--- src/design/asc_consts.svh ---
// Constants of the monitoring converter scan control block
// Assumes inclusion by bare name from design files only
`ifndef ASC_CONSTS_SVH
`define ASC_CONSTS_SVH

// ==========================================================
// Register offsets
`define ASC_OFS_RESULT_HI 8'h07
`define ASC_OFS_RESULT_LO 8'h08
`define ASC_OFS_CONV_CFG 8'h09
`define ASC_OFS_CHAN_SEL 8'h0a
`define ASC_OFS_LDO_CTRL 8'h0b

// ==========================================================
// Conversion config field positions
`define ASC_CFG_ENABLE 7
`define ASC_CFG_ONE_SHOT 6
`define ASC_CFG_ALL_SCAN 5
`define ASC_CFG_BUF_DIS 4
`define ASC_CFG_SWAP 3

// ==========================================================
// Channel select field positions
`define ASC_SEL_READY 7
`define ASC_SEL_RB_HI 5
`define ASC_SEL_RB_LO 3
`define ASC_SEL_CV_HI 2
`define ASC_SEL_CV_LO 0

// ==========================================================
// LDO control field positions
`define ASC_LDO_MANUAL 1
`define ASC_LDO_SOURCE 0
`define ASC_LDO_RFU_HI 7
`define ASC_LDO_RFU_LO 2

// ==========================================================
// Reset values
`define ASC_RST_CONV_CFG 5'h0_0
`define ASC_RST_CHAN_SEL 6'h0_0
`define ASC_RST_LDO_RFU 6'h2_0
`define ASC_RST_LDO_CTRL 2'h0

// ==========================================================
// Channel number bounds
`define ASC_LAST_CHAN 3'h7
`define ASC_FIRST_CHAN 3'h0

`endif

--- src/design/asc_pkg.sv ---
// Types of the monitoring converter scan control block
// Assumes nothing beyond a SystemVerilog compiler
package asc_pkg;

  // ==========================================================
  // Sequencer states, Gray coded along idle, start, wait, halt
  typedef enum logic [1:0] {
    ASC_IDLE = 2'h0,
    ASC_START = 2'h1,
    ASC_WAIT = 2'h3,
    ASC_HALT = 2'h2
  } asc_state_type;

endpackage : asc_pkg

--- src/design/asc_scan_control.sv ---
// Scan sequencer and register file of the monitoring converter
// Assumes a serial bus engine giving byte register accesses and an analog converter with start and done
// Overview of operation
// - Enable set, one-shot clear: keep converting; enable clear: no conversion at all
// - One-shot set with enable: run the chosen sequence once, then stop
// - Mode 00: convert the selected conversion channel repeatedly forever
// - Mode 01: convert channels zero to seven in order, restarting repeatedly
// - Mode 10: convert the selected conversion channel exactly once
// - Mode 11: convert channels zero to seven once each, then halt
// - Swap bit set exchanges buffer amplifier inputs; clear connects them normally
// - Read-only ready flag at bit 7 sets when a result is available
// - Readback field picks which stored channel result the output registers show
// - Conversion field picks the channel being converted
// - Readback of one channel never disturbs conversion of another, except that a channel select write in halt restarts the one-shot run
// - Manual bit clear: automatic supply choice; set: use supply-select bit
// - Supply-select zero means output rail, one means input rail
// - Results span two registers: upper holds 13:6 or 7:0, lower the rest
`timescale 1ns/100ps
`default_nettype none
`include "asc_consts.svh"

module asc_scan_control #(
  parameter int RES_W = 14,
  parameter logic [2:0] SILICON_REVISION = 3'h5 // Arbitrary value
) (
  input wire logic clk_i,
  input wire logic sys_rst_i,
  input wire logic [7:0] reg_addr_i,
  input wire logic reg_wr_i,
  input wire logic [7:0] reg_wdata_i,
  input wire logic reg_rd_i,
  output logic [7:0] reg_rdata_o,
  output logic conv_enable_o,
  output logic conv_start_o,
  output logic [2:0] conv_chan_o,
  input wire logic conv_done_i,
  input wire logic [RES_W-1:0] conv_data_i,
  output logic input_swap_o,
  output logic input_buffer_disable_o,
  input wire logic ldo_auto_vin_i,
  output logic ldo_use_vin_o
);

  // ==========================================================
  // Parameter check
  if (RES_W != 14 && RES_W != 8) begin : g_res_w_check
    $error("RES_W must be 8 or 14");
  end

  // ==========================================================
  // Register fields
  logic enable_r;
  logic one_shot_r;
  logic all_channel_scan_r;
  logic input_buffer_disable_r;
  logic input_swap_r;
  logic [2:0] readback_channel_r;
  logic [2:0] conversion_channel_r;
  logic ldo_supply_manual_r;
  logic ldo_supply_source_r;
  logic [5:0] ldo_rfu_r;
  logic data_ready_r;
  logic [RES_W-1:0] result_mem_r [0:7];
  logic [2:0] ch_r;
  logic [2:0] ch_nxt;
  asc_pkg::asc_state_type state_r;
  asc_pkg::asc_state_type state_nxt;
  logic [RES_W-1:0] rb_value;
  logic rb_valid;
  logic [2:0] rb_slot;
  logic wr_cfg;
  logic wr_sel;
  logic wr_ldo;
  logic rd_hi;
  logic [7:0] rd_value;
  logic take_result;

  // Maps a readback code onto the slot where that signal's result is stored
  function automatic logic [3:0] rb_map(input logic [2:0] code);
    logic [3:0] slot;
    slot = 4'h0;
    unique case (code)
      3'h0: slot = 4'h3;
      3'h1: slot = 4'h2;
      3'h2: slot = 4'h1;
      3'h3: slot = 4'h0;
      3'h4: slot = 4'h8;
      3'h5: slot = 4'h5;
      3'h6: slot = 4'h6;
      3'h7: slot = 4'h7;
    endcase
    return slot;
  endfunction : rb_map

  // Decodes a register access at one offset
  function automatic logic hit(input logic strobe, input logic [7:0] addr, input logic [7:0] ofs);
    return strobe && (addr == ofs);
  endfunction : hit

  assign wr_cfg = hit(reg_wr_i, reg_addr_i, `ASC_OFS_CONV_CFG);
  assign wr_sel = hit(reg_wr_i, reg_addr_i, `ASC_OFS_CHAN_SEL);
  assign wr_ldo = hit(reg_wr_i, reg_addr_i, `ASC_OFS_LDO_CTRL);
  assign rd_hi = hit(reg_rd_i, reg_addr_i, `ASC_OFS_RESULT_HI);

  // ==========================================================
  // Conversion config register
  always_ff @(posedge clk_i or posedge sys_rst_i) begin
    if (sys_rst_i) begin
      {enable_r, one_shot_r, all_channel_scan_r, input_buffer_disable_r, input_swap_r} <= `ASC_RST_CONV_CFG;
    end else if (wr_cfg) begin
      enable_r <= reg_wdata_i[`ASC_CFG_ENABLE];
      one_shot_r <= reg_wdata_i[`ASC_CFG_ONE_SHOT];
      all_channel_scan_r <= reg_wdata_i[`ASC_CFG_ALL_SCAN];
      input_buffer_disable_r <= reg_wdata_i[`ASC_CFG_BUF_DIS];
      input_swap_r <= reg_wdata_i[`ASC_CFG_SWAP];
    end
  end

  // ==========================================================
  // Channel select register
  always_ff @(posedge clk_i or posedge sys_rst_i) begin
    if (sys_rst_i) begin
      {readback_channel_r, conversion_channel_r} <= `ASC_RST_CHAN_SEL;
    end else if (wr_sel) begin
      readback_channel_r <= reg_wdata_i[`ASC_SEL_RB_HI:`ASC_SEL_RB_LO];
      conversion_channel_r <= reg_wdata_i[`ASC_SEL_CV_HI:`ASC_SEL_CV_LO];
    end
  end

  // ==========================================================
  // LDO supply control register
  always_ff @(posedge clk_i or posedge sys_rst_i) begin
    if (sys_rst_i) begin
      ldo_rfu_r <= `ASC_RST_LDO_RFU;
      {ldo_supply_manual_r, ldo_supply_source_r} <= `ASC_RST_LDO_CTRL;
    end else if (wr_ldo) begin
      ldo_rfu_r <= reg_wdata_i[`ASC_LDO_RFU_HI:`ASC_LDO_RFU_LO];
      ldo_supply_manual_r <= reg_wdata_i[`ASC_LDO_MANUAL];
      ldo_supply_source_r <= reg_wdata_i[`ASC_LDO_SOURCE];
    end
  end

  // Supply choice, one means input rail
  always_ff @(posedge clk_i or posedge sys_rst_i) begin
    if (sys_rst_i) begin
      ldo_use_vin_o <= 1'b0;
    end else begin
      ldo_use_vin_o <= ldo_supply_manual_r ? ldo_supply_source_r : ldo_auto_vin_i;
    end
  end

  // ==========================================================
  // Sequencer next state
  always_comb begin
    state_nxt = state_r;
    ch_nxt = ch_r;
    if (!enable_r) begin
      state_nxt = asc_pkg::ASC_IDLE;
    end else begin
      unique case (state_r)
        asc_pkg::ASC_IDLE: begin
          state_nxt = asc_pkg::ASC_START;
          ch_nxt = all_channel_scan_r ? `ASC_FIRST_CHAN : conversion_channel_r;
        end
        asc_pkg::ASC_START: begin
          state_nxt = asc_pkg::ASC_WAIT;
        end
        asc_pkg::ASC_WAIT: begin
          if (conv_done_i) begin
            if (all_channel_scan_r && ch_r != `ASC_LAST_CHAN) begin
              state_nxt = asc_pkg::ASC_START;
              ch_nxt = ch_r + 3'h1;
            end else if (one_shot_r) begin
              state_nxt = asc_pkg::ASC_HALT;
            end else begin
              state_nxt = asc_pkg::ASC_START;
              ch_nxt = all_channel_scan_r ? `ASC_FIRST_CHAN : conversion_channel_r;
            end
          end
        end
        asc_pkg::ASC_HALT: begin
          if (wr_cfg || wr_sel) begin
            state_nxt = asc_pkg::ASC_IDLE;
          end
        end
      endcase
    end
  end

  // Sequencer state and channel
  always_ff @(posedge clk_i or posedge sys_rst_i) begin
    if (sys_rst_i) begin
      state_r <= asc_pkg::ASC_IDLE;
      ch_r <= `ASC_FIRST_CHAN;
    end else begin
      state_r <= state_nxt;
      ch_r <= ch_nxt;
    end
  end

  // Converter drive
  assign conv_start_o = (state_r == asc_pkg::ASC_START) && enable_r;
  assign take_result = enable_r && (state_r == asc_pkg::ASC_WAIT) && conv_done_i;
  assign conv_enable_o = enable_r;
  assign conv_chan_o = ch_r;
  assign input_swap_o = input_swap_r;
  assign input_buffer_disable_o = input_buffer_disable_r;

  // ==========================================================
  // Result store, one slot per conversion channel
  always_ff @(posedge clk_i or posedge sys_rst_i) begin
    if (sys_rst_i) begin
      for (int i = 0; i < 8; i++) begin
        result_mem_r[i] <= '0;
      end
    end else if (take_result) begin
      result_mem_r[ch_r] <= conv_data_i;
    end
  end

  // Ready flag, a new result wins over the clearing read
  always_ff @(posedge clk_i or posedge sys_rst_i) begin
    if (sys_rst_i) begin
      data_ready_r <= 1'b0;
    end else if (take_result) begin
      data_ready_r <= 1'b1;
    end else if (rd_hi) begin
      data_ready_r <= 1'b0;
    end
  end

  // ==========================================================
  // Readback selection
  always_comb begin
    logic [3:0] slot;
    slot = rb_map(readback_channel_r);
    rb_valid = !slot[3];
    rb_slot = slot[2:0];
    rb_value = rb_valid ? result_mem_r[rb_slot] : '0;
  end

  // Read multiplexer
  always_comb begin
    rd_value = 8'h00;
    unique case (reg_addr_i)
      `ASC_OFS_RESULT_HI: rd_value = rb_value[RES_W-1 -: 8];
      `ASC_OFS_RESULT_LO: rd_value = (RES_W == 14) ? {2'h0, rb_value[5:0]} : 8'h00;
      `ASC_OFS_CONV_CFG: rd_value = {enable_r, one_shot_r, all_channel_scan_r,
                                     input_buffer_disable_r, input_swap_r, SILICON_REVISION};
      `ASC_OFS_CHAN_SEL: rd_value = {data_ready_r, 1'b0, readback_channel_r, conversion_channel_r};
      `ASC_OFS_LDO_CTRL: rd_value = {ldo_rfu_r, ldo_supply_manual_r, ldo_supply_source_r};
      default: rd_value = 8'h00;
    endcase
  end

  // Read data, registered on the read strobe
  always_ff @(posedge clk_i or posedge sys_rst_i) begin
    if (sys_rst_i) begin
      reg_rdata_o <= 8'h00;
    end else if (reg_rd_i) begin
      reg_rdata_o <= rd_value;
    end
  end

endmodule : asc_scan_control
`default_nettype wire

--- config.mk ---
export PLATFORM = sky130hd
export DESIGN_NAME = asc_scan_control
export DESIGN_NICKNAME = d
export VERILOG_FILES = /design/src/design/asc_pkg.sv /design/src/design/asc_scan_control.sv
export VERILOG_INCLUDE_DIRS = /design/src /design/src/design
export SDC_FILE = /design/constraint.sdc
export NUM_CORES = 1
export LEC_CHECK = 0
export BUFFER_PORTS_ARGS = -buffer_cell sky130_fd_sc_hd__clkbuf_2
export CAP_MARGIN = 20
export CORE_UTILIZATION = 50
export DETAILED_ROUTE_END_ITERATION = 6
export PLACE_DENSITY = 0.76
export SETUP_SLACK_MARGIN = 0.3
export SLEW_MARGIN = 0
export SYNTH_ARGS = -nofsm -noshare
export SYNTH_HDL_FRONTEND = slang
export SYNTH_SLANG_ARGS = --single-unit
--- constraint.sdc ---
create_clock -name clk_i -period 5.1 [get_ports clk_i]
set_input_delay 0.765 -clock clk_i [delete_from_list [all_inputs] [get_ports clk_i]]
set_output_delay 0.765 -clock clk_i [all_outputs]
set_load 0.02 [all_outputs]
* Yosys cells after proc, flatten, opt, wreduce, memory -nomap -nowiden
Memory sizes are Yosys's and may differ from the RTL's. Cells that the tools add are included.
Cells by class: equal/unequal tests 13, muxes and demuxes 22, reductions and logical operators 15, order comparisons 3, add/sub/neg operators 1, bitwise logic cells 2
Operators with widths (number):
- 112-bit bitwise mux | 1
- 14-bit 2-to-1 mux | 4
- 14-bit binary-select mux with 3-bit select | 1
- 14-bit demux with 3-bit select | 1
- 8-bit one-hot mux with 5 select lines | 1
- 8-bit by 4-bit equality test with 1-bit output (second input constant) | 4
- 3-bit 2-to-1 mux | 4
- 3-bit inequality test (second input constant) | 4
- 2-bit 2-to-1 mux | 5
- 1-bit logical AND | 9
- 8-bit by 3-bit equality test with 1-bit output (second input constant) | 1
- 4-bit >= comparator (second input constant) | 2
- 3-bit NOT with 4-bit output | 2
- 2-bit one-hot mux with 4 select lines | 1
- 3-bit one-hot mux with 2 select lines | 1
- 2-bit equality test (second input constant) | 2
- 4-bit by 1-bit less-than comparator with 1-bit output (second input constant) | 1
- 4-bit AND reduction | 1
- 2-bit nonzero test | 2
- 3-bit by 1-bit adder with 3-bit output (second input constant) | 1
- 1-bit 2-to-1 mux | 3
- 2-bit by 1-bit equality test with 1-bit output (second input constant) | 1
- 2-bit zero test | 1
- 2-bit inequality test (second input constant) | 1
- other kinds (2) | 2
Word-level totals: output and inout port bits 16, memory bits (read-only) 32, bits in registers 146, memories 1, logic and storage cells 80
Memory list:
- (no name shown) | words 8, width 4, rd ports 1, clocked after Yosys merged registers in 0, wr ports 0, line asc_scan_control.sv:82 | unique case (code)

* Depth between registers and ports, before layout
Gate-level depths: netlist (run 1). An unclocked memory read counts as a cell.
depth in word-level cells 7, gate-level depth with buffers 8, mapped depth without buffers 7

* Worst setup path after synthesis (run 1)
OpenSTA, ideal clock, no wires.
kind input to register, start point input reg_addr_i[7], end point register reg_rdata_o[0], cell stages on the path 6, required time 4996 ps, data arrival time 2182 ps, path slack 2814 ps, path buffers 1, cells stage by stage or4_4 -> or3b_1 -> buf_2 -> o31ai_1 -> o21ai_1 -> o311ai_1
Between the ends: word-level cells in the longest chain between the ends 2, elaborated cells between the ends (all ways) 6, those cells by class eq/ne (5); mux (1)
RTL lines:
- from (decl) | line asc_scan_control.sv:28 | input wire logic [7:0] reg_addr_i,
- 8-bit by 4-bit equality test with 1-bit output / 8-bit by 3-bit equality test with 1-bit output (equally long branches) | line asc_scan_control.sv:245 | unique case (reg_addr_i)
- 8-bit one-hot mux with 5 select lines * | line asc_scan_control.sv:245
- to (signal assigned) | line asc_scan_control.sv:261 | reg_rdata_o <= rd_value;
- to (decl) | line asc_scan_control.sv:32 | output logic [7:0] reg_rdata_o,
Every way passes the cells marked *; elsewhere a longest branch is shown, timed or not. A chain may end at the register's enable or synchronous reset.

* Worst setup path in the final report (run 1)
start point register readback_channel_r[0], end point register reg_rdata_o[4]
Between the ends: word-level cells in the longest chain between the ends 7
RTL lines:
- from (decl) | line asc_scan_control.sv:57 | logic [2:0] readback_channel_r;
- from (signal assigned) | line asc_scan_control.sv:123 | {readback_channel_r, conversion_channel_r} <= `ASC_RST_CHAN_SEL;
- from (signal assigned) | line asc_scan_control.sv:125 | readback_channel_r <= reg_wdata_i[`ASC_SEL_RB_HI:`ASC_SEL_RB_LO];
- memory 8 x 4 bit *
- 3-bit NOT with 4-bit output (implied by the code) | line asc_scan_control.sv:239 | rb_value = rb_valid ? result_mem_r[rb_slot] : '0;
- 14-bit binary-select mux with 3-bit select | line asc_scan_control.sv:239
- 14-bit 2-to-1 mux (implied by the code) (2 in a row) | line asc_scan_control.sv:239
- 14-bit 2-to-1 mux * | line asc_scan_control.sv:239
- 8-bit one-hot mux with 5 select lines * | line asc_scan_control.sv:245
Every way passes the cells marked *; elsewhere a longest branch is shown, timed or not. The select of a mux whose other input is x is not followed.

==> run metrics, run 1 <==
fraction of synthesis flops using an asynchronous set or reset pin=1.00; CTS tree=yes; share of total power in sequential cells=0.439; total standard cell area after synthesis=6370 µm²; number of sinks on the clock net=132; data arrival time at the worst-slack endpoint=2.98 ns; area grow syn2layout=15.6%; Peak supply drop=0.000227 V; post-placement worst setup slack=around 2.3 ns; Antenna Violating Nets Remaining=0; Post-Synthesis Net Count=around 540; CTS max path bufs=2; Synth warnings=0; fraction of the cycle the final worst path needs=0.534; clock network power share=0.501; Post-CTS Hold Buffers=0; Final Total Pwr=0.00248 W; wire length per cell after detailed routing=approximately 19 µm; post-cts gate resize count=0; later-pin clock latency in the skew report=roughly 0.42 ns; gr ovfl total=0; LEAKAGE=approximately 3.5 nW; fraction of final layout cells with drive strength greater than 1=0.431; reported net switching power=0.000549 W; FF/Latch Area=3310 µm²; total area of multi-input combinational cells=2910 µm²; Synth Instances=499; setup repair after global routing missed its margin=no; total global-route track usage=0.227; Startpoint Class=flip-flop; H-tree levels=4; total routed wirelength=13800 µm; die height=115 µm; Comb power frac=0.060; post-route DRC violation count=0; Clock Tree Root=sky130_fd_sc_hd__clkbuf_16; minimum clock period after layout=2.72 ns; num ports=52; global-route wire length before repair=22400 µm; buffering stage count on the worst path with inverters included=1; Synth Register Bits=132; highest-count cells in the layout ignoring fill and taps=134 x sky130_fd_sc_hd__mux2_2, 130 x sky130_fd_sc_hd__dfrtp_1, 51 x sky130_fd_sc_hd__clkbuf_2; start-to-end type of the worst setup path=flip-flop to flip-flop; maximum number of pins on one net before global-route repair=70; Sum Neg Setup Slack=0 ns; FILL cells=980; ordered list of cells on the worst path=buf_4 -> mux2_2 -> a22oi_1 -> nor2_1 -> o221ai_1 -> o311ai_0; area enclosed by the die boundary=13200 µm²; first drt pass iteration count=4; postcts setup bufs=0; most common cell after layout, fill and taps aside=sky130_fd_sc_hd__mux2_2; final count of pins violating max slew=0; Max-Cap Viols=0; net total in the final layout=584; worst-path fanout max=35; Post-synth EDFFs=0; # diodes=0; Initial DRC Count=279; Post-DP HPWL=9060 µm; CTS clk-pin slew, worst paths=0.05 ns; area inside the core boundary=12200 µm²; total of buffers placed on input and output ports=approximately 50; Worst-Margin Slew=between 1 and 1.5 ns; Max Fclk=0.367 GHz; part of the Yosys area used for sequential elements=0.519; setup ws final=2.38 ns; starting utilization of the core area=0.522; drt via density=5.87; via count of the first global-routing pass=4240; element type at the critical path end=flip-flop; family of cells with the greatest summed delay on the critical path=flip-flops; data required time at the worst endpoint=5.36 ns; slew margin rel.=0.302; Final setup viols=0; Clock Skews=0.00681 ns; number of library cell types mapped by synthesis=51; Avg Synthesized Cell Area=12.8 µm²; sw frac=0.221; ys flop type=sky130_fd_sc_hd__dfrtp_1; final weighted congestion in routability-driven placement=0.775; CTS buffer count=17; detailed-route via count=between 4000 and 5000; Internal Pwr Total=0.00193 W; width of the chip=115 µm; outcome=finished clean; path type of the worst min-delay path=flip-flop to flip-flop; Largest stage delay, worst path=~0.95 ns; Slowest-stage cell, CP=sky130_fd_sc_hd__dfrtp_2; initial antenna violation count=0; floorplan row count=40; Final Hold Violating Endpoints=0; total power density per cell area=approximately 340 nW/µm²
layout make-up:
type,instances,area share
flip-flops and latches,132,0.449
multi-input cells,332,0.395
clock buffers,22,0.0657
repair buffers,57,0.0413
well taps,168,0.0285
clock inverters,10,0.0173
inverters,6,0.00340
worst register-to-register path, stage by stage, from the launching register on:
cell and delay, ns:
sky130_fd_sc_hd__dfrtp_2 0.95, sky130_fd_sc_hd__buf_4 0.50, sky130_fd_sc_hd__mux2_2 0.39, sky130_fd_sc_hd__a22oi_1 0.14
sky130_fd_sc_hd__nor2_1 0.06, sky130_fd_sc_hd__o221ai_1 0.31, sky130_fd_sc_hd__o311ai_0 0.22
logic make-up (layout without fill, tap and decap cells):
logic type / count (synthesis) / in the layout / synth area share
flip-flops: 132 / 132 / 0.519
AND/OR/NAND/NOR: 86 / 86 / 0.0727
adder cells (fa/ha/maj): 2 / 2 / 0.00393
AO/OA/AOI/OAI: 80 / 80 / 0.0844
multiplexers: 164 / 164 / 0.296
buffers and inverters: 35 / 95 / 0.0247
synth_stat cells (all sizes together) (6+ instances only):
| cell | n | area share |
|---|---|---|
| buf | 21 | 0.016 |
| mux2i | 24 | 0.038 |
| a22oi | 13 | 0.015 |
| nand3 | 9 | 0.0071 |
| clkbuf | 8 | 0.0047 |
| a21oi | 8 | 0.0063 |
| o22ai | 6 | 0.0059 |
| mux2 | 134 | 0.24 |
| mux4 | 6 | 0.021 |
| dfrtp | 131 | 0.51 |
| o21ai | 19 | 0.015 |
| nand2 | 21 | 0.012 |
| o21a | 6 | 0.0071 |
| o311ai | 6 | 0.0082 |
| nor2 | 28 | 0.018 |
power groups by stage:
stage | sequential, W | combinational [W] | clock, W
floorplan | 0.00111 | 0.0000862 | 0
global placement | 0.00111 | 0.000145 | 0
detailed placement | 0.00111 | 0.000149 | 0
CTS | 0.00109 | 0.000150 | 0.00126
global route | 0.00109 | 0.000164 | 0.00131
finish | 0.00109 | 0.000148 | 0.00124
layer usage:
layer  wire length, µm  GRT usage
met1              6220      0.311
met2              6630      0.358
met3               672     0.0427
met5                 0          0
met4               227     0.0935
stage by stage:
step | util | cells | hold slack (ns) | area (µm²)
after global routing | 0.603 | 727 | 0.504 | 7370
after CTS | 0.603 | 727 | 0.482 | 7370
after global placement | 0.552 | 694 | 0.477 | 6740
after floorplan | - | 499 | 0.450 | 6370
after detailed placement | 0.553 | 695 | 0.470 | 6760
final | 0.603 | 727 | 0.485 | 7370
sequential cells by signal, indices dropped and copies added, names as in the netlist, 2 cells and up:
| name | flops |
|---|---|
| ldo_rfu_r | 6 |
| conv_chan_o | 3 |
| result_mem_r | 98 |
| reg_rdata_o | 8 |
| conversion_channel_r | 3 |
| readback_channel_r | 3 |
| state_r | 2 |
final timing paths:
check                                            from               end  cells after the start  slack, ns
worst min register to register           data_ready_r      data_ready_r                      1       0.49
min in group asynchronous                   sys_rst_i  result_mem_r[19]                      2       0.50
worst max register to register  readback_channel_r[0]    reg_rdata_o[4]                      6       2.38
worst min-delay path                     data_ready_r      data_ready_r                      1       0.49
worst max-delay path            readback_channel_r[0]    reg_rdata_o[4]                      6       2.38
max in group asynchronous                   sys_rst_i      ldo_rfu_r[5]                      3       3.59
Power figures use the tool's default switching activity.
==> inputs of run 2 (changes only) <==
Settings changed: ABC_AREA set to 1, PLACE_DENSITY 0.76 to 0.79.
Clock period 5.1 ns to 2.44 ns, I/O delays scaled along.
==> run 2 against run 1 <==
- die area rose by 13%
- combinational power rose to 2.9 times the previous value
- largest cell class unchanged
- register-to-register slack worse by 2.0 ns
- sequential share of layout area shrank 1.3 points
- critical path type unchanged
- cell count is 64% higher
- critical endpoint is now conv_chan_o[1]
==> run metrics, run 2 <==
outcome=finished clean (unchanged); Slowest-stage cell, CP=sky130_fd_sc_hd__dfrtp_2 (unchanged); die height=122 µm (was 115 µm); number of sinks on the clock net=146 (was 132); total standard cell area after synthesis=7220 µm² (was 6370 µm²); number of flip-flops under the largest register name=112 (was 98); data required time at the worst endpoint=2.78 ns (was 5.36 ns); num ports=52 (unchanged); Worst-Margin Slew=0.695 ns (was 1.05 ns); slew margin rel.=0.535 (was 0.302); area inside the core boundary=14000 µm² (was 12200 µm²); worst-path fanout max=7 (was 35); Initial DRC Count=587 (was 279); dominant cells by area after synthesis=sky130_fd_sc_hd__dfrtp_1 50%, sky130_fd_sc_hd__nand2_1 14%, sky130_fd_sc_hd__nand3_1 9.9% (was sky130_fd_sc_hd__dfrtp_1 51%, sky130_fd_sc_hd__mux2_2 24%, sky130_fd_sc_hd__mux2i_1 3.8%); LEAKAGE=4.09 nW (was 3.47 nW); largest register by flop count=result_mem_r (unchanged); share of Yosys cell area claimed by the top area cell type=0.502 (was 0.514); path type of the worst min-delay path=input port to flip-flop (was flip-flop to flip-flop); net total in the final layout=1037 (was 584); Synth warnings=0 (unchanged); registers with the most flip-flops=result_mem_r: 112 flops, reg_rdata_o: 8 flops, ldo_rfu_r: 6 flops (was result_mem_r: 98 flops, reg_rdata_o: 8 flops, ldo_rfu_r: 6 flops); highest-count cells in the layout ignoring fill and taps=261 x sky130_fd_sc_hd__nand2_1, 151 x sky130_fd_sc_hd__inv_1, 143 x sky130_fd_sc_hd__nand3_1, 143 x sky130_fd_sc_hd__dfrtp_1, 130 x sky130_fd_sc_hd__o21ai_0 (was 134 x sky130_fd_sc_hd__mux2_2, 130 x sky130_fd_sc_hd__dfrtp_1, 51 x sky130_fd_sc_hd__clkbuf_2); H-tree levels=4 (unchanged); Clock Tree Root=sky130_fd_sc_hd__clkbuf_16 (unchanged); initial antenna violation count=0 (unchanged); Startpoint Class=flip-flop (unchanged); element type at the critical path end=flip-flop (unchanged); Final Hold Violating Endpoints=0 (unchanged); Synth Instances=944 (was 499); CTS tree=yes (unchanged); number of library cell types mapped by synthesis=28 (was 51); CTS clk-pin slew, worst paths=0.06 ns (was 0.05 ns); most common cell after layout, fill and taps aside=sky130_fd_sc_hd__nand2_1 (was sky130_fd_sc_hd__mux2_2); Clock Skews=0.00574 ns (was 0.00681 ns); width of the chip=122 µm (was 115 µm); Avg Synthesized Cell Area=7.65 µm² (was 12.8 µm²); area enclosed by the die boundary=14900 µm² (was 13200 µm²); starting utilization of the core area=0.516 (was 0.522); Synth Register Bits=146 (was 132); floorplan row count=43 (was 40); Antenna Violating Nets Remaining=0 (unchanged); Yosys top cell by area=sky130_fd_sc_hd__dfrtp_1 (unchanged); part of the Yosys area used for sequential elements=0.506 (was 0.519); count of cells along the worst register-to-register path=10 (was 6); start of the worst register-to-register path=conv_chan_o[1] (was readback_channel_r[0]); total global-route track usage=0.267 (was 0.227); # diodes=0 (unchanged); gr ovfl total=0 (unchanged); Post-DP HPWL=11700 µm (was 9060 µm); family of cells with the greatest summed delay on the critical path=simple AND/OR/NAND/NOR gates (was flip-flops); CTS buffer count=17 (unchanged); setup ws final=0.419 ns (was 2.38 ns); Final setup viols=0 (unchanged); global-route wire length before repair=30000 µm (was 22400 µm); fraction of final layout cells with drive strength greater than 1=0.125 (was 0.431); drt via density=5.38 (was 5.87); first drt pass iteration count=5 (was 4); ordered list of cells on the worst path=ha_1 -> ha_1 -> or2_2 -> inv_1 -> o21ai_0 -> o21ai_1 -> nand2_1 -> a21oi_4 -> nand2_1 -> o21ai_0 (was buf_4 -> mux2_2 -> a22oi_1 -> nor2_1 -> o221ai_1 -> o311ai_0); via count of the first global-routing pass=6101 (was 4240); buffering stage count on the worst path with inverters included=1 (unchanged); Post-synth EDFFs=0 (unchanged); hold-critical path depth=2 (was 1); Sum Neg Setup Slack=0 ns (unchanged); worst hold path endpoint=ldo_use_vin_o (was data_ready_r); count leader, synth=sky130_fd_sc_hd__nand2_1 (was sky130_fd_sc_hd__mux2_2); data arrival time at the worst-slack endpoint=2.36 ns (was 2.98 ns); Largest stage delay, worst path=0.47 ns (was 0.95 ns); leading post-synthesis cells by instance count=261 x sky130_fd_sc_hd__nand2_1, 152 x sky130_fd_sc_hd__inv_1, 145 x sky130_fd_sc_hd__dfrtp_1, 143 x sky130_fd_sc_hd__nand3_1, 131 x sky130_fd_sc_hd__o21ai_0 (was 134 x sky130_fd_sc_hd__mux2_2, 131 x sky130_fd_sc_hd__dfrtp_1, 26 x sky130_fd_sc_hd__nor2_1, 24 x sky130_fd_sc_hd__mux2i_1, 21 x sky130_fd_sc_hd__nand2_1); ys flop type=sky130_fd_sc_hd__dfrtp_1 (unchanged); minimum clock period after layout=2.02 ns (was 2.72 ns); final count of pins violating max slew=0 (unchanged); final weighted congestion in routability-driven placement=0.852 (was 0.775); Max-Cap Viols=0 (unchanged); later-pin clock latency in the skew report=0.43 ns (was 0.42 ns); hold_sp=ldo_auto_vin_i (was data_ready_r); fraction of synthesis flops using an asynchronous set or reset pin=1.00 (unchanged); Post-Synthesis Net Count=982 (was 537); total power density per cell area=657 nW/µm² (was 337 nW/µm²); total routed wirelength=18200 µm (was 13800 µm); detailed-route via count=6405 (was 4269); worst r2r dst=conv_chan_o[1] (was reg_rdata_o[4]); wire length per cell after detailed routing=15.3 µm (was 18.9 µm); CTS max path bufs=2 (unchanged); Max Fclk=0.495 GHz (was 0.367 GHz); post-route DRC violation count=0 (unchanged); Min Hold Slack=0.167 ns (was 0.485 ns); total of buffers placed on input and output ports=51 (unchanged); start-to-end type of the worst setup path=flip-flop to flip-flop (unchanged); Peak supply drop=0.000518 V (was 0.000227 V); setup repair after global routing missed its margin=yes (was no); fraction of the cycle the final worst path needs=0.828 (was 0.534); maximum number of pins on one net before global-route repair=57 (was 70); R2R Setup Slk=0.42 ns (was 2.38 ns); post-placement worst setup slack=0.280 ns (was 2.33 ns); area grow syn2layout=16.1% (was 15.6%)
==> run 2: stage by stage <==
stage	power, W	cell area [µm²]	std cells	utilization
floorplan	0.00279	7230	944	-
global placement	0.00293	7740	1158	0.553
detailed placement	0.00293	7740	1158	0.553
CTS	0.00554	8350	1190	0.597
global route	0.00573	8390	1191	0.600
finish	0.00551	8390	1191	0.600
==> run 2: repair_timing <==
item | in CTS | in global routing
endpoints found under the hold margin | 7 | 0
hold buffers | 1 | 0
gates resized for setup | 1 | 7
pin swaps | 0 | 0
setup endpoints to repair | 3 | 9
setup buffers | 0 | 1
==> run 2: how the worst max path moves through the flow <==
stage                         startpoint  depth (start not counted)                  to  slack, ns
final                     conv_chan_o[1]                         10      conv_chan_o[1]       0.42
after global routing      conv_chan_o[1]                         10      conv_chan_o[1]       0.30
after floorplan                sys_rst_i                          1  all_channel_scan_r       0.24
after CTS                 conv_chan_o[0]                          9      conv_chan_o[0]       0.35
after global placement     reg_addr_i[5]                         10      reg_rdata_o[4]       0.29
after detailed placement  conv_chan_o[0]                          9      conv_chan_o[0]       0.28
==> run 2: report_power, final <==
part | total [W] | internal (W) | leakage, nW | switching (W)
Combinational | 0.000434 | 0.000130 | 1.77 | 0.000303
Sequential | 0.00247 | 0.00244 | 2.02 | 0.0000224
Clock | 0.00261 | 0.00163 | 0.295 | 0.000978
Total | 0.00551 | 0.00421 | 4.09 | 0.00130
==> run 2: routing by layer <==
metal  vias up  wire length (µm)  part of all wire  global-route usage
met1      3068              8060              0.44               0.345
met5         -                 0                 0                   0
li1       3109                 -                 -                   -
met3        44              1060             0.058              0.0716
met4         0               467             0.026               0.104
met2       184              8600              0.47               0.428
==> run 2: logic make-up after synthesis <==
kind of cell / share of synthesized area
xor gates and xnor gates: 0.00450
DFF: 0.506
adders and majority gates: 0.00346
muxes: 0.00156
AOI/OAI and AO/OA: 0.108
and+or+nand+nor: 0.272
buffers and inverters: 0.104
==> run 2: worst register-to-register path, delay by kind of cell (launching register included) <==
family          cells  cell delay [ns]
compound gates      4             0.47
flops               1             0.47
simple gates        3             0.51
buf+inv             1             0.09
fa+ha+maj           2             0.39
==> run 2: area by class of cell <==
cell class / count / area (µm²)
Fill cell: 1276 / 5600
Sequential cell: 146 / 3660
Multi-Input combinational cell: 603 / 2840
Inverter: 153 / 578
Clock buffer: 23 / 498
Timing Repair Buffer: 78 / 493
Tap cell: 180 / 225
Clock inverter: 8 / 100
==> inputs of run 3 (changes only) <==
Settings changed: PLACE_DENSITY 0.79 to 0.76.
Clock period 2.44 ns to 1.9 ns, I/O delays scaled along.
==> run 3 against run 2 <==
- the flow now finishes with violations (DRC)
- worst hold slack worse by 0.088 ns
- combinational power up 150%
- wire length up 58%
- critical endpoint is now reg_rdata_o[4]
==> run metrics, run 3 (synthesis gave the netlist of run 2 again) <==
outcome=complete, but fails checks (was finished clean); violations in the final reports=DRC; later-pin clock latency in the skew report=0.44 ns (was 0.43 ns); die height=122 µm (unchanged); path type of the worst min-delay path=input port to flip-flop (unchanged); area grow syn2layout=43.0% (was 16.1%); Peak supply drop=0.000665 V (was 0.000518 V); # diodes=0 (unchanged); floorplan row count=43 (unchanged); count of non-filler cells in the finished layout=1264 (was 1191); CTS clk-pin slew, worst paths=0.06 ns (about the same); Slowest-stage cell, CP=sky130_fd_sc_hd__dfrtp_1 (was sky130_fd_sc_hd__dfrtp_2); area enclosed by the die boundary=14900 µm² (unchanged); gr ovfl total=0 (unchanged); CTS buffer count=17 (unchanged); Initial DRC Count=1169 (was 587); Final Total Pwr=0.00818 W (was 0.00551 W); detailed-route via count=7890 (was 6405); Sum Neg Setup Slack=0 ns (unchanged); Startpoint Class=flip-flop (unchanged); data required time at the worst endpoint=2.22 ns (was 2.78 ns); Final setup viols=0 (unchanged); most common cell after layout, fill and taps aside=sky130_fd_sc_hd__nand2_1 (unchanged); registers with the most flip-flops=result_mem_r: 112 flops, reg_rdata_o: 8 flops, ldo_rfu_r: 6 flops (unchanged); Post-DP HPWL=11300 µm (was 11700 µm); Clock Skews=0.0100 ns (was 0.00574 ns); Clock Tree Root=sky130_fd_sc_hd__clkbuf_16 (unchanged); element type at the critical path end=flip-flop (unchanged); via count of the first global-routing pass=6953 (was 6101); post-route DRC violation count=34 (was 0); CTS max path bufs=2 (unchanged); final weighted congestion in routability-driven placement=0.855 (was 0.852); width of the chip=122 µm (unchanged); start-to-end type of the worst setup path=flip-flop to flip-flop (unchanged); CTS tree=yes (unchanged); area inside the core boundary=14000 µm² (unchanged); fraction of the cycle the final worst path needs=0.990 (was 0.828); Max-Cap Viols=0 (unchanged); total of buffers placed on input and output ports=51 (unchanged); LEAKAGE=4.88 nW (was 4.09 nW); starting utilization of the core area=0.516 (unchanged); setup repair after global routing missed its margin=yes (unchanged); worst-path fanout max=6 (was 7); total power density per cell area=792 nW/µm² (was 657 nW/µm²); Max Fclk=0.532 GHz (was 0.495 GHz); number of placed instances, taps included=1163 (was 1158); initial antenna violation count=0 (unchanged); maximum number of pins on one net before global-route repair=78 (was 57); slew margin rel.=0.622 (was 0.535); H-tree levels=4 (unchanged); Worst-Margin Slew=0.565 ns (was 0.695 ns); num ports=52 (unchanged); Largest stage delay, worst path=0.45 ns (was 0.47 ns); wire length per cell after detailed routing=22.7 µm (was 15.3 µm); first drt pass iteration count=7 (was 5); number of sinks on the clock net=146 (unchanged); number of flip-flops under the largest register name=112 (unchanged); largest register by flop count=result_mem_r (unchanged); net total in the final layout=1109 (was 1037); total routed wirelength=28600 µm (was 18200 µm); data arrival time at the worst-slack endpoint=2.20 ns (was 2.36 ns); fraction of final layout cells with drive strength greater than 1=0.297 (was 0.125); drt via density=6.24 (was 5.38); global-route wire length before repair=36600 µm (was 30000 µm); minimum clock period after layout=1.88 ns (was 2.02 ns); total global-route track usage=0.328 (was 0.267); Final Hold Violating Endpoints=0 (unchanged); final count of pins violating max slew=0 (unchanged); R2R Setup Slk=0.02 ns (was 0.42 ns); Min Hold Slack=0.0793 ns (was 0.167 ns); highest-count cells in the layout ignoring fill and taps=227 x sky130_fd_sc_hd__nand2_1, 142 x sky130_fd_sc_hd__inv_1, 142 x sky130_fd_sc_hd__dfrtp_1 (was 261 x sky130_fd_sc_hd__nand2_1, 151 x sky130_fd_sc_hd__inv_1, 143 x sky130_fd_sc_hd__nand3_1, 143 x sky130_fd_sc_hd__dfrtp_1, 130 x sky130_fd_sc_hd__o21ai_0); ordered list of cells on the worst path=buf_6 -> nand2_4 -> nand2_4 -> buf_12 -> buf_12 -> nand2_1 -> nand3_2 -> nand3_2 -> nand3_4 -> nand3_2 -> nand2_1 -> nand2_1 (was ha_1 -> ha_1 -> or2_2 -> inv_1 -> o21ai_0 -> o21ai_1 -> nand2_1 -> a21oi_4 -> nand2_1 -> o21ai_0); Antenna Violating Nets Remaining=0 (unchanged)
==> run 3: cell types whose count changed in the layout (fill, tap and decap cells not counted), moves of 13 or more <==
cell                      before  now
sky130_fd_sc_hd__buf_6         2   15
sky130_fd_sc_hd__o21ai_1      14   27
sky130_fd_sc_hd__nand3_1     143   81
sky130_fd_sc_hd__nand3_2       0   53
sky130_fd_sc_hd__nand2_1     261  227
sky130_fd_sc_hd__nand2_2       0   21
sky130_fd_sc_hd__buf_12        2   19
sky130_fd_sc_hd__buf_4        22   43
sky130_fd_sc_hd__o21ai_0     130  106
==> run 3: metrics by stage <==
step,worst slack (ns),area (µm²),util
after floorplan,-0.217,7310,-
after global placement,0.0848,7920,0.566
after detailed placement,0.0581,7920,0.566
after CTS,0.162,9490,0.679
after global routing,-0.143,10300,0.738
final,0.0193,10300,0.738
==> run 3: worst paths after layout <==
| path | end | cells after the start | startpoint |
|---|---|---|---|
| setup / recovery | reg_rdata_o[4] | 12 | readback_channel_r[2] |
| hold / removal | ldo_rfu_r[5] | 3 | reg_wdata_i[7] |
| setup reg to reg | reg_rdata_o[4] | 12 | readback_channel_r[2] |
| hold reg to reg | result_mem_r[0] | 2 | result_mem_r[0] |
| max in group asynchronous | result_mem_r[102] | 4 | sys_rst_i |
| min in group asynchronous | result_mem_r[39] | 4 | sys_rst_i |
==> run 3: area by class of cell <==
cell class | instances | area (µm²)
fillers | 889 | 3660
flip-flops and latches | 146 | 3660
multi-input cells | 607 | 3620
repair buffers | 146 | 1540
inverters | 153 | 592
clock buffers | 20 | 457
clock inverters | 12 | 226
well taps | 180 | 225
==> run 3: layer usage <==
layer  global-route usage  up-vias  routed length (µm)
met4                0.178        0                2670
met2                0.520      619               12600
met5                    0        -                   0
li1                     -     3282                   -
met3               0.0749      271                3400
met1                0.418     3718                9930
==> run 3: critical path: cells and delay by family, from the launching register on <==
kind,cells,cell delay (ns)
flip-flops,1,0.45
AND/OR/NAND/NOR,9,0.84
buffers and inverters,3,0.48
==> run 3: where the power goes <==
part,switching [W],internal [W]
Combinational,0.000665,0.000417
Clock,0.00139,0.00254
Sequential,0.0000286,0.00314
==> run 3: repair_timing <==
item                                    4_1_cts  5_1_grt
hold buffers                                  1        0
setup buffers                                33       16
endpoints found under the setup margin      120      123
pin swaps                                    27       50
cloned                                       12        7
endpoints found under the hold margin        26        0
resized for setup                            79      155
